<file path="src/include/ctac_defs.svh">
/*
 Register offsets, field positions, reset values and timing counts of the
 channel assessment / turnaround / auto-acknowledge controller.
 Assumes a 250 MHz system clock and byte-wide registers.
*/
`ifndef CTAC_DEFS_SVH
`define CTAC_DEFS_SVH

// Register offsets
`define CTAC_OFF_THRESHOLD 10'h105
`define CTAC_OFF_ASSESS_CFG 10'h106
`define CTAC_OFF_RXBUF_CFG 10'h107
`define CTAC_OFF_PKT_CTL 10'h108
`define CTAC_OFF_RX_DELAY 10'h109
`define CTAC_OFF_EXT_DELAY 10'h10B
`define CTAC_OFF_OP_MODE 10'h13E
`define CTAC_OFF_SQI_RB 10'h30D
`define CTAC_OFF_GAIN_CFG5 10'h3B9
`define CTAC_OFF_COMMAND 10'h010
`define CTAC_OFF_STATUS 10'h011
`define CTAC_OFF_RSSI_RB 10'h012

// Field positions
`define CTAC_BIT_AUTO_CCA 1
`define CTAC_BIT_CONT_CCA 2
`define CTAC_BIT_TURNAROUND 3
`define CTAC_BIT_FCS_OFF 0
`define CTAC_BIT_ADDON_EN 1
`define CTAC_BIT_AUTOACK_EN 2

// Field values and command codes
`define CTAC_MODE_PKT_154 8'h00
`define CTAC_CMD_ASSESS 8'h01
`define CTAC_CMD_RECEIVE 8'h02
`define CTAC_CMD_GO_IDLE 8'h03
`define CTAC_CMD_TRANSMIT 8'h04
`define CTAC_FTYPE_BEACON 3'h0
`define CTAC_FTYPE_ACK 3'h2

// Reset values
`define CTAC_RST_BYTE 8'h00

// Timing
`define CTAC_CLK_MHZ 250
`define CTAC_STEP_NS 1000
`define CTAC_CYC_PER_US ((`CTAC_STEP_NS * `CTAC_CLK_MHZ) / 1000)
`define CTAC_EXT_STEP_US 4
`define CTAC_AVG_BASE_US 16

`endif

</file>
<file path="src/include/ctac_pkg.sv">
/*
 Types shared by the controller files.
 Assumes nothing beyond a SystemVerilog compiler.
*/
package ctac_pkg;
   typedef enum logic [5:0] {
      CTAC_IDLE = 6'h01,
      CTAC_CCA_WAIT = 6'h02,
      CTAC_CCA_AVG = 6'h04,
      CTAC_RX_WAIT = 6'h08,
      CTAC_RX = 6'h10,
      CTAC_TX = 6'h20
   } ctac_state_t;
endpackage : ctac_pkg

</file>
<file path="src/rtl/ctac_ctrl.sv">
/*
 Radio controller slice: channel assessment, signal quality capture,
 transmit-to-receive turnaround, frame filter and auto-acknowledge gating.
 Assumes a host on the plain register port, and RSSI, SQI and frame
 parser results arriving from logic on the same 250 MHz clock.
*/
`timescale 1ns/100ps
`default_nettype none
`include "ctac_defs.svh"
// Notes on behaviour
// - Energy threshold assessment works in both 802.15.4 and GFSK/FSK modes.
// - Assessment starts on the assess command, or on entering receive with the auto-assess bit set.
// - Averaging begins after receive delay plus extended delay has elapsed.
// - Average below threshold sets channel clear, else clears; then done pulse.
// - Single assessment: go to idle after one window, done pulse one cycle later.
// - Repeat assessment: restart window at each done until go-idle command.
// - First repeated done follows first window after the delay.
// - RSSI readback holds old value, refreshed one cycle before done pulse.
// - Averaging field selects 16, 32, 64 or 128 microseconds.
// - Eight-bit signal quality readback, rising with quality, unscaled.
// - Packet mode with checksum check on stores frame SQI as second FCS byte.
// - Turnaround enabled in 802.15.4 packet mode: after a transmit other than an acknowledge, enter receive after the delay.
// - In turnaround, a valid received frame sends the radio to idle, or to transmit when it is to be acknowledged.
// - Filter enabled in packet mode rejects frames not addressed here.
// - Auto-acknowledge only acts while frame filtering is active.
// - Acknowledge only filtered, non-beacon, non-ack frames requesting one.
// - Receive delay counts 1 us steps, extended delay 4 us steps, summed.
// - Auto-assess bit set makes receive entry start an assessment.
module ctac_ctrl
   import ctac_pkg::*;
#(
   parameter int unsigned ADDR_W = 10
) (
   input wire logic clk_sys_in,
   input wire logic reset_in,
   input wire logic [ADDR_W-1:0] reg_addr_in,
   input wire logic [7:0] reg_wdata_in,
   input wire logic reg_wr_in,
   input wire logic reg_rd_in,
   input wire logic [7:0] rssi_in,
   input wire logic sqi_valid_in,
   input wire logic [7:0] sqi_in,
   input wire logic addon_loaded_in,
   input wire logic frame_start_in,
   input wire logic frame_end_in,
   input wire logic fcs_ok_in,
   input wire logic dest_match_in,
   input wire logic [2:0] frame_type_in,
   input wire logic ack_request_in,
   input wire logic tx_done_in,
   output logic [7:0] reg_rdata_out,
   output logic [5:0] radio_state_out,
   output logic channel_clear_out,
   output logic cca_complete_out,
   output logic tx_start_out,
   output logic ack_tx_start_out,
   output logic frame_reject_out,
   output logic sqi_store_we_out,
   output logic [7:0] sqi_store_data_out
);
   logic [7:0] thr_q, assess_cfg_q, rxbuf_cfg_q, pkt_ctl_q;
   logic [7:0] rx_delay_q, ext_delay_q, op_mode_q, gain_cfg5_q;
   logic [7:0] sqi_rb_q, rssi_rb_q, sqi_acc_q, rdata_q;
   ctac_state_t state_q, state_d;
   logic [10:0] delay_left_q;
   logic [7:0] us_cnt_q;
   logic load_delay, avg_start, avg_abort, tick, delay_done;
   logic avg_busy, avg_done, avg_done_d_q, clear_q, complete_q;
   logic [7:0] avg_val;
   logic ack_active_q, tx_start_q, ack_start_q, reject_q, sqi_we_q;
   logic cmd_wr, cmd_assess, cmd_rx, cmd_idle, cmd_tx;
   logic pkt154, filtering, autoack, frame_ok, ack_ok;
   logic [8:0] sqi_diff;

   function automatic logic hit(input logic [ADDR_W-1:0] a, input logic [9:0] off);
      hit = (a == ADDR_W'(off));
   endfunction : hit

   // Register writes
   always_ff @(posedge clk_sys_in) begin
      if (reset_in) begin
         thr_q <= `CTAC_RST_BYTE;
         assess_cfg_q <= `CTAC_RST_BYTE;
         rxbuf_cfg_q <= `CTAC_RST_BYTE;
         pkt_ctl_q <= `CTAC_RST_BYTE;
         rx_delay_q <= `CTAC_RST_BYTE;
         ext_delay_q <= `CTAC_RST_BYTE;
         op_mode_q <= `CTAC_RST_BYTE;
         gain_cfg5_q <= `CTAC_RST_BYTE;
      end else if (reg_wr_in) begin
         if (hit(reg_addr_in, `CTAC_OFF_THRESHOLD)) thr_q <= reg_wdata_in;
         if (hit(reg_addr_in, `CTAC_OFF_ASSESS_CFG)) assess_cfg_q <= reg_wdata_in;
         if (hit(reg_addr_in, `CTAC_OFF_RXBUF_CFG)) rxbuf_cfg_q <= reg_wdata_in;
         if (hit(reg_addr_in, `CTAC_OFF_PKT_CTL)) pkt_ctl_q <= reg_wdata_in;
         if (hit(reg_addr_in, `CTAC_OFF_RX_DELAY)) rx_delay_q <= reg_wdata_in;
         if (hit(reg_addr_in, `CTAC_OFF_EXT_DELAY)) ext_delay_q <= reg_wdata_in;
         if (hit(reg_addr_in, `CTAC_OFF_OP_MODE)) op_mode_q <= reg_wdata_in;
         if (hit(reg_addr_in, `CTAC_OFF_GAIN_CFG5)) gain_cfg5_q <= reg_wdata_in;
      end
   end

   // Register reads, data in the cycle after the strobe; unmapped reads zero
   always_ff @(posedge clk_sys_in) begin
      if (reset_in) begin
         rdata_q <= 8'h00;
      end else if (reg_rd_in) begin
         rdata_q <= 8'h00;
         if (hit(reg_addr_in, `CTAC_OFF_THRESHOLD)) rdata_q <= thr_q;
         if (hit(reg_addr_in, `CTAC_OFF_ASSESS_CFG)) rdata_q <= assess_cfg_q;
         if (hit(reg_addr_in, `CTAC_OFF_RXBUF_CFG)) rdata_q <= rxbuf_cfg_q;
         if (hit(reg_addr_in, `CTAC_OFF_PKT_CTL)) rdata_q <= pkt_ctl_q;
         if (hit(reg_addr_in, `CTAC_OFF_RX_DELAY)) rdata_q <= rx_delay_q;
         if (hit(reg_addr_in, `CTAC_OFF_EXT_DELAY)) rdata_q <= ext_delay_q;
         if (hit(reg_addr_in, `CTAC_OFF_OP_MODE)) rdata_q <= op_mode_q;
         if (hit(reg_addr_in, `CTAC_OFF_GAIN_CFG5)) rdata_q <= gain_cfg5_q;
         if (hit(reg_addr_in, `CTAC_OFF_SQI_RB)) rdata_q <= sqi_rb_q;
         if (hit(reg_addr_in, `CTAC_OFF_RSSI_RB)) rdata_q <= rssi_rb_q;
         if (hit(reg_addr_in, `CTAC_OFF_STATUS)) rdata_q <= {1'b0, clear_q, state_q};
      end
   end

   // Commands are writes to the command register
   assign cmd_wr = reg_wr_in && hit(reg_addr_in, `CTAC_OFF_COMMAND);
   assign cmd_assess = cmd_wr && reg_wdata_in == `CTAC_CMD_ASSESS;
   assign cmd_rx = cmd_wr && reg_wdata_in == `CTAC_CMD_RECEIVE;
   assign cmd_idle = cmd_wr && reg_wdata_in == `CTAC_CMD_GO_IDLE;
   assign cmd_tx = cmd_wr && reg_wdata_in == `CTAC_CMD_TRANSMIT;

   assign pkt154 = op_mode_q == `CTAC_MODE_PKT_154;
   // Filtering needs the add-on module; without it the enable bit is inert
   assign filtering = pkt154 && pkt_ctl_q[`CTAC_BIT_ADDON_EN] && addon_loaded_in;
   assign autoack = filtering && pkt_ctl_q[`CTAC_BIT_AUTOACK_EN];
   assign frame_ok = frame_end_in && (pkt_ctl_q[`CTAC_BIT_FCS_OFF] || fcs_ok_in)
                     && !(filtering && !dest_match_in);
   assign ack_ok = autoack && ack_request_in && frame_type_in != `CTAC_FTYPE_BEACON
                   && frame_type_in != `CTAC_FTYPE_ACK;

   // Microsecond tick, rephased on every delay load or window start
   assign tick = us_cnt_q == 8'(`CTAC_CYC_PER_US - 1);
   always_ff @(posedge clk_sys_in) begin
      if (reset_in || load_delay || avg_start) begin
         us_cnt_q <= 8'h00;
      end else if (tick) begin
         us_cnt_q <= 8'h00;
      end else begin
         us_cnt_q <= us_cnt_q + 8'h01;
      end
   end

   // Receive delay in microseconds
   always_ff @(posedge clk_sys_in) begin
      if (reset_in) begin
         delay_left_q <= 11'h000;
      end else if (load_delay) begin
         delay_left_q <= {3'h0, rx_delay_q}
                         + {3'h0, ext_delay_q} * 11'(`CTAC_EXT_STEP_US);
      end else if (tick && delay_left_q != 11'h000) begin
         delay_left_q <= delay_left_q - 11'h001;
      end
   end
   assign delay_done = delay_left_q == 11'h000;

   always_comb begin
      state_d = state_q;
      load_delay = 1'b0;
      avg_start = 1'b0;
      avg_abort = 1'b0;
      case (state_q)
         CTAC_IDLE: begin
         end
         CTAC_CCA_WAIT: begin
            if (delay_done) begin
               state_d = CTAC_CCA_AVG;
               avg_start = 1'b1;
            end
         end
         CTAC_CCA_AVG: begin
            if (avg_done) begin
               if (assess_cfg_q[`CTAC_BIT_CONT_CCA]) begin
                  avg_start = 1'b1;
               end else begin
                  state_d = CTAC_IDLE;
               end
            end
         end
         CTAC_RX_WAIT: begin
            if (delay_done) begin
               state_d = CTAC_RX;
               avg_start = assess_cfg_q[`CTAC_BIT_AUTO_CCA];
            end
         end
         CTAC_RX: begin
            if (frame_ok) begin
               state_d = ack_ok ? CTAC_TX : CTAC_IDLE;
            end
         end
         CTAC_TX: begin
            if (tx_done_in) begin
               if (rxbuf_cfg_q[`CTAC_BIT_TURNAROUND] && pkt154 && !ack_active_q) begin
                  state_d = CTAC_RX_WAIT;
                  load_delay = 1'b1;
               end else begin
                  state_d = CTAC_IDLE;
               end
            end
         end
         default: begin
            state_d = CTAC_IDLE;
         end
      endcase
      // Host commands override whatever the sequencer was doing
      if (cmd_idle) begin
         state_d = CTAC_IDLE;
         avg_abort = 1'b1;
         avg_start = 1'b0;
      end else if (cmd_assess || cmd_rx) begin
         state_d = cmd_assess ? CTAC_CCA_WAIT : CTAC_RX_WAIT;
         load_delay = 1'b1;
         avg_abort = 1'b1;
         avg_start = 1'b0;
      end else if (cmd_tx) begin
         state_d = CTAC_TX;
         avg_abort = 1'b1;
         avg_start = 1'b0;
      end
   end

   always_ff @(posedge clk_sys_in) begin
      if (reset_in) begin
         state_q <= CTAC_IDLE;
      end else begin
         state_q <= state_d;
      end
   end

   ctac_rssi_avg #(
      .SAMPLE_W(8)
   ) u_avg (
      .clk_sys_in(clk_sys_in),
      .reset_in(reset_in),
      .start_in(avg_start),
      .abort_in(avg_abort),
      .tick_in(tick),
      .sel_in(gain_cfg5_q[1:0]),
      .sample_in(rssi_in),
      .busy_out(avg_busy),
      .done_out(avg_done),
      .avg_out(avg_val)
   );

   // Result and readback first, done pulse one cycle later
   always_ff @(posedge clk_sys_in) begin
      if (reset_in) begin
         clear_q <= 1'b0;
         rssi_rb_q <= 8'h00;
         avg_done_d_q <= 1'b0;
         complete_q <= 1'b0;
      end else begin
         avg_done_d_q <= avg_done && !avg_abort;
         complete_q <= avg_done_d_q;
         if (avg_done && !avg_abort) begin
            clear_q <= avg_val < thr_q;
            rssi_rb_q <= avg_val;
         end
      end
   end

   // Transmit starts and acknowledge tracking
   always_ff @(posedge clk_sys_in) begin
      if (reset_in) begin
         tx_start_q <= 1'b0;
         ack_start_q <= 1'b0;
         ack_active_q <= 1'b0;
         reject_q <= 1'b0;
      end else begin
         tx_start_q <= state_d == CTAC_TX && state_q != CTAC_TX;
         ack_start_q <= state_q == CTAC_RX && frame_ok && ack_ok && !cmd_wr;
         reject_q <= state_q == CTAC_RX && frame_end_in && filtering && !dest_match_in;
         if (state_q == CTAC_RX && frame_ok && ack_ok && !cmd_wr) begin
            ack_active_q <= 1'b1;
         end else if (state_d != CTAC_TX) begin
            ack_active_q <= 1'b0;
         end
      end
   end

   // Frame SQI as a running average with weight 1/8, seeded by the first sample
   assign sqi_diff = {1'b0, sqi_in} - {1'b0, sqi_acc_q};
   always_ff @(posedge clk_sys_in) begin
      if (reset_in) begin
         sqi_acc_q <= 8'h00;
         sqi_rb_q <= 8'h00;
         sqi_we_q <= 1'b0;
      end else begin
         if (frame_start_in) begin
            sqi_acc_q <= sqi_valid_in ? sqi_in : 8'h00;
         end else if (sqi_valid_in) begin
            sqi_acc_q <= sqi_acc_q + {{2{sqi_diff[8]}}, sqi_diff[8:3]};
         end
         sqi_we_q <= frame_end_in && pkt154 && !pkt_ctl_q[`CTAC_BIT_FCS_OFF];
         if (frame_end_in) begin
            sqi_rb_q <= sqi_acc_q;
         end
      end
   end

   assign reg_rdata_out = rdata_q;
   assign radio_state_out = state_q;
   assign channel_clear_out = clear_q;
   assign cca_complete_out = complete_q;
   assign tx_start_out = tx_start_q;
   assign ack_tx_start_out = ack_start_q;
   assign frame_reject_out = reject_q;
   assign sqi_store_we_out = sqi_we_q;
   assign sqi_store_data_out = sqi_rb_q;
endmodule : ctac_ctrl
`default_nettype wire

</file>
<file path="src/rtl/ctac_rssi_avg.sv">
/*
 RSSI averaging window: sums one sample per microsecond tick over
 16, 32, 64 or 128 ticks and returns the mean with a one-cycle done pulse.
 Assumes tick and sample come from logic on the same clock.
*/
`timescale 1ns/100ps
`default_nettype none
`include "ctac_defs.svh"
module ctac_rssi_avg #(
   parameter int unsigned SAMPLE_W = 8
) (
   input wire logic clk_sys_in,
   input wire logic reset_in,
   input wire logic start_in,
   input wire logic abort_in,
   input wire logic tick_in,
   input wire logic [1:0] sel_in,
   input wire logic [SAMPLE_W-1:0] sample_in,
   output logic busy_out,
   output logic done_out,
   output logic [SAMPLE_W-1:0] avg_out
);
   logic [SAMPLE_W+6:0] sum_q;
   logic [6:0] cnt_q;
   logic [1:0] sel_q;
   logic [SAMPLE_W+6:0] sum_next;
   logic [6:0] last_cnt;

   assign sum_next = sum_q + {7'h00, sample_in};
   // Window of 16 << sel microseconds
   assign last_cnt = 7'((`CTAC_AVG_BASE_US << sel_q) - 1);

   always_ff @(posedge clk_sys_in) begin
      if (reset_in || abort_in) begin
         busy_out <= 1'b0;
         done_out <= 1'b0;
         sum_q <= '0;
         cnt_q <= 7'h00;
         sel_q <= 2'h0;
      end else if (start_in) begin
         busy_out <= 1'b1;
         done_out <= 1'b0;
         sum_q <= '0;
         cnt_q <= 7'h00;
         sel_q <= sel_in;
      end else begin
         done_out <= 1'b0;
         if (busy_out && tick_in) begin
            sum_q <= sum_next;
            cnt_q <= cnt_q + 7'h01;
            if (cnt_q == last_cnt) begin
               busy_out <= 1'b0;
               done_out <= 1'b1;
            end
         end
      end
   end

   // Mean by shift; the window lengths are powers of two for this reason
   always_ff @(posedge clk_sys_in) begin
      if (reset_in) begin
         avg_out <= '0;
      end else if (busy_out && tick_in && cnt_q == last_cnt) begin
         avg_out <= SAMPLE_W'(sum_next >> (3'h4 + {1'b0, sel_q}));
      end
   end
endmodule : ctac_rssi_avg
`default_nettype wire

</file>
<file path="config.mk">
export PLATFORM = sky130hd
export DESIGN_NAME = ctac_ctrl
export DESIGN_NICKNAME = d
export VERILOG_FILES = /design/src/include/ctac_pkg.sv /design/src/rtl/ctac_ctrl.sv /design/src/rtl/ctac_rssi_avg.sv
export VERILOG_INCLUDE_DIRS = /design/src /design/src/include
export SDC_FILE = /design/constraint.sdc
export NUM_CORES = 1
export LEC_CHECK = 0
export ABC_AREA = 1
export BUFFER_PORTS_ARGS = -buffer_cell sky130_fd_sc_hd__buf_2
export CAP_MARGIN = 25
export CORE_ASPECT_RATIO = 0.7
export CORE_MARGIN = 2
export CORE_UTILIZATION = 25
export CTS_BUF_LIST = sky130_fd_sc_hd__clkbuf_16
export DETAILED_ROUTE_END_ITERATION = 7
export MAX_ROUTING_LAYER = met4
export PLACE_DENSITY_LB_ADDON = 0.1
export SLEW_MARGIN = 20
export SYNTH_ARGS = -nofsm -noshare
export SYNTH_HDL_FRONTEND = slang
export SYNTH_SLANG_ARGS = --single-unit
</file>
<file path="constraint.sdc">
create_clock -name clk_sys_in -period 2.7 [get_ports clk_sys_in]
set_clock_uncertainty 0.05 [all_clocks]
set_input_delay 0 -clock clk_sys_in [delete_from_list [all_inputs] [get_ports clk_sys_in]]
set_output_delay 0 -clock clk_sys_in [all_outputs]
set_load 0.05 [all_outputs]
</file>
==> results by group <==
Synthesis
  • Ranking of synthesized cells by area: dfxtp_1 (34%), nand2_1 (9.4%), inv_1 (7.9%)
  • Mean Syn Cell Area: 6.87 sq um
  • Gate Count Post-Synth: 1393
  • Async SR Flop Fraction: 0%
  • Synth unique cells: 54
  • YS warnings: 0
  • Synthesized area: 0.00958 sq mm
  • Yosys top cell by area: dfxtp_1
  • Synth Register Bits: 163
  • Syn Nets: 1484
  • EDFF count, synth: 0
  • Synth Flop Type: dfxtp_1
  • Register area share after synthesis: 34.1%
  • Yosys top cell area share: 34.1%

Placed design
  • Port bufs: 75
  • Dpl hpwl: 25400 microns
  • GP Congestion: 0.819
  • Placement Cell Area: 0.0107 sq mm

Clocking
  • H-tree depth: 4
  • CTS tree: built
  • Worst-path clk slew: 0.07 ns
  • CTS root buffer: clkbuf_16
  • CTS max path bufs: 2
  • Sink Count: 163
  • Num CTS Buffers: 17
  • Worst-Skew Late Latency: 0.45 ns

Timing
  • Setup Total Neg Slack: -0.335 ns
  • Fin. max-slew vios: 0
  • Hold slack: 0.0240 ns
  • Min cycle time layout: 2.87 ns
  • Final hold vios: 0
  • F_max: 0.349 GHz
  • RSZ-0062 raised after global routing: yes
  • Final Setup Violations: 4
  • Final setup margin: -0.166 ns
  • Max-Slew Margin vs Limit: 46.6%
  • Worst-Margin Slew: 0.798 ns
  • Final period utilization: 106%

Route
  • 1st-iter DRT viols: 600
  • Via density: 4.59
  • Drt wl/cell: 16.3 microns
  • Post-route ant nets: 0
  • Vias: 9259
  • Detailed Routing Iterations Pass 1: 7
  • DRC errors left: 0
  • Final wirelength: 33000 microns

Layout
  • Commonest non-fill, non-tap cells in the layout: nand2_1 (236), inv_1 (198), dfxtp_1 (161)
  • Final core utilization: 31.1%
  • Share of cells above drive strength 1: 16.0%
  • Fill cell count: 4108
  • Fin area: 0.0116 sq mm
  • Final #Nets: 1607
  • Area growth, synth to finish: 21.5%
  • Commonest non-fill, non-tap cell in the layout: nand2_1

Setup path
  • Worst path bufs/invs: 3
  • Req. time, crit path: 2.96 ns
  • CP peak stage delay: 0.33 ns
  • Cell mode on critical path: nand2_1
  • Worst Path Max Fanout: 3
  • Worst path top cell family by delay: compound AO/OA/AOI/OAI gates
  • WS Path Type: reg2reg
  • CP Launch Type: register
  • Critical Path Source: sqi_acc_q[2]
  • Crit path capture type: register
  • Critical Path Slowest Stage Cell: dfxtp_2
  • Cell Chain, Critical Path: inv_2 -> ha_4 -> a21oi_2 -> nand2_2 -> a21o_1 -> nand2_1 -> nand2_1 -> nand2_1 -> nand2_2 -> a21oi_2 -> xor2_1 -> inv_1 -> ha_4 -> a21oi_2 -> o211ai_1 -> xor2_1 -> inv_1 -> nand2_1 -> nand3_1 -> nand2_1 -> a21oi_1
  • WP data arrival: 3.13 ns
  • Reg2reg start: sqi_acc_q[2]

Floorplanning
  • Die height: 168 microns
  • Die width: 238 microns
  • Starting density of the core: 25.6%
  • Row Count: 59
  • Area of the die: 0.0399 sq mm
  • Area of the core: 0.0374 sq mm
  • Ports: 77

Global route
  • First-pass GRT wire length: 51300 microns
  • Total GRT Usage: 17.3%
  • Initial antenna violation count: 1
  • Vias in the first global route: 8711
  • Global route overflow: 0
  • Largest net degree at the start of global routing: 45

Status
  • Outcome: complete, but fails checks
  • Failing checks: setup timing

Pwr
  • Leakage: 4.72 nW
  • PD cells: 487 mW/mm^2
  • Total Power: 5.67 mW
  • Worst vdd ir: 0.400 mV

Run
  • Number of max-cap violations: 0

Min path
  • Hold Crit Class: in2reg
  • Worst Min Path Start: reg_wdata_in[6]
==> path summary, 6_finish.rpt <==
kind / end / slack (ns) / cells past startpoint
min: gain_cfg5_q[6] / 0.02 / 4
min reg2reg: assess_cfg_q[6] / 0.39 / 2
max reg2reg: sqi_acc_q[7] / -0.17 / 21
max: sqi_acc_q[7] / -0.17 / 21
==> state kept, by name, indices dropped and copies added (netlist names), 7 cells and up <==
register and cells:
sqi_acc_q 8, gain_cfg5_q 8, assess_cfg_q 8, sqi_store_data_out 8, op_mode_q 8, u_avg.sum_q 15
ext_delay_q 8, thr_q 8, delay_left_q 11, rxbuf_cfg_q 8, rx_delay_q 8, u_avg.cnt_q 7
reg_rdata_out 8, pkt_ctl_q 8, u_avg.avg_out 8, rssi_rb_q 8, us_cnt_q 8
==> stage by stage <==
| stage | std cells | setup slack [ns] |
|---|---|---|
| floorplan | 1393 | -0.0812 |
| global placement | 1954 | -0.321 |
| detailed placement | 1954 | -0.288 |
| CTS | 2017 | -0.199 |
| global route | 2017 | -0.471 |
| finish | 2018 | -0.166 |
==> per-layer routing <==
layer / track usage (%) / share of wire, % / up-vias
li1: - / - / 4845
met1: 28.1 / 60 / 4222
met2: 21.4 / 36 / 174
met3: 2.70 / 3.8 / 18
met4: 3.72 / 0.87 / 0
met5: - / 0 / -
==> tightest hold or removal path, delay by kind of cell <==
family                 cells  cell delay [ns]
and+or+nand+nor            2             0.16
buffers and inverters      2             0.30
==> final cells by class <==
type / instances / area [sq um] / share of cell area, %
clock inverter: 15 / 116 / 1.00
inverter: 212 / 798 / 6.86
multi-input combinational: 972 / 5400 / 46.4
timing repair buffer: 150 / 1010 / 8.70
tap: 488 / 611 / 5.25
clock buffer: 17 / 425 / 3.66
antenna: 1 / 2.50 / 0.0215
sequential: 163 / 3270 / 28.1
==> synthesized netlist by cell type, types with 10 or more instances <==
cell and instances:
nand4_1 41, nor2_1 131, a21oi_2 18, xor2_1 24
a21oi_1 139, o21ai_0 127, nor3_1 18, inv_1 201
dfxtp_1 163, nand2_1 239, clkbuf_1 34, xnor2_1 10
nand3_1 99, ha_1 39
==> power by group <==
group / internal, mW / total [mW] / switching (mW)
Sequential: 2.43 / 2.45 / 0.0232
Combinational: 0.363 / 0.848 / 0.485
Clock: 1.26 / 2.37 / 1.11
==> cell families (layout without fill, tap and decap cells) <==
kind of cell | count (synthesis) | count (layout) | synth area share [%]
and+or+nand+nor | 577 | 577 | 28.0
AOI/OAI and AO/OA | 319 | 319 | 18.5
buffers and inverters | 258 | 394 | 10.6
DFF | 163 | 163 | 34.1
adders and majority gates | 42 | 42 | 5.72
xor gates and xnor gates | 34 | 34 | 3.11
other | 0 | 1 | 0
==> repair_timing <==
action,in CTS,in global routing
cloned,0,0
endpoints found under the hold margin,71,0
endpoints found under the setup margin,5,8
hold buffers,28,0
resized for setup,8,8
setup buffers,3,0
pin swaps,18,6
Note: power is estimated with default switching activity, not from simulation.
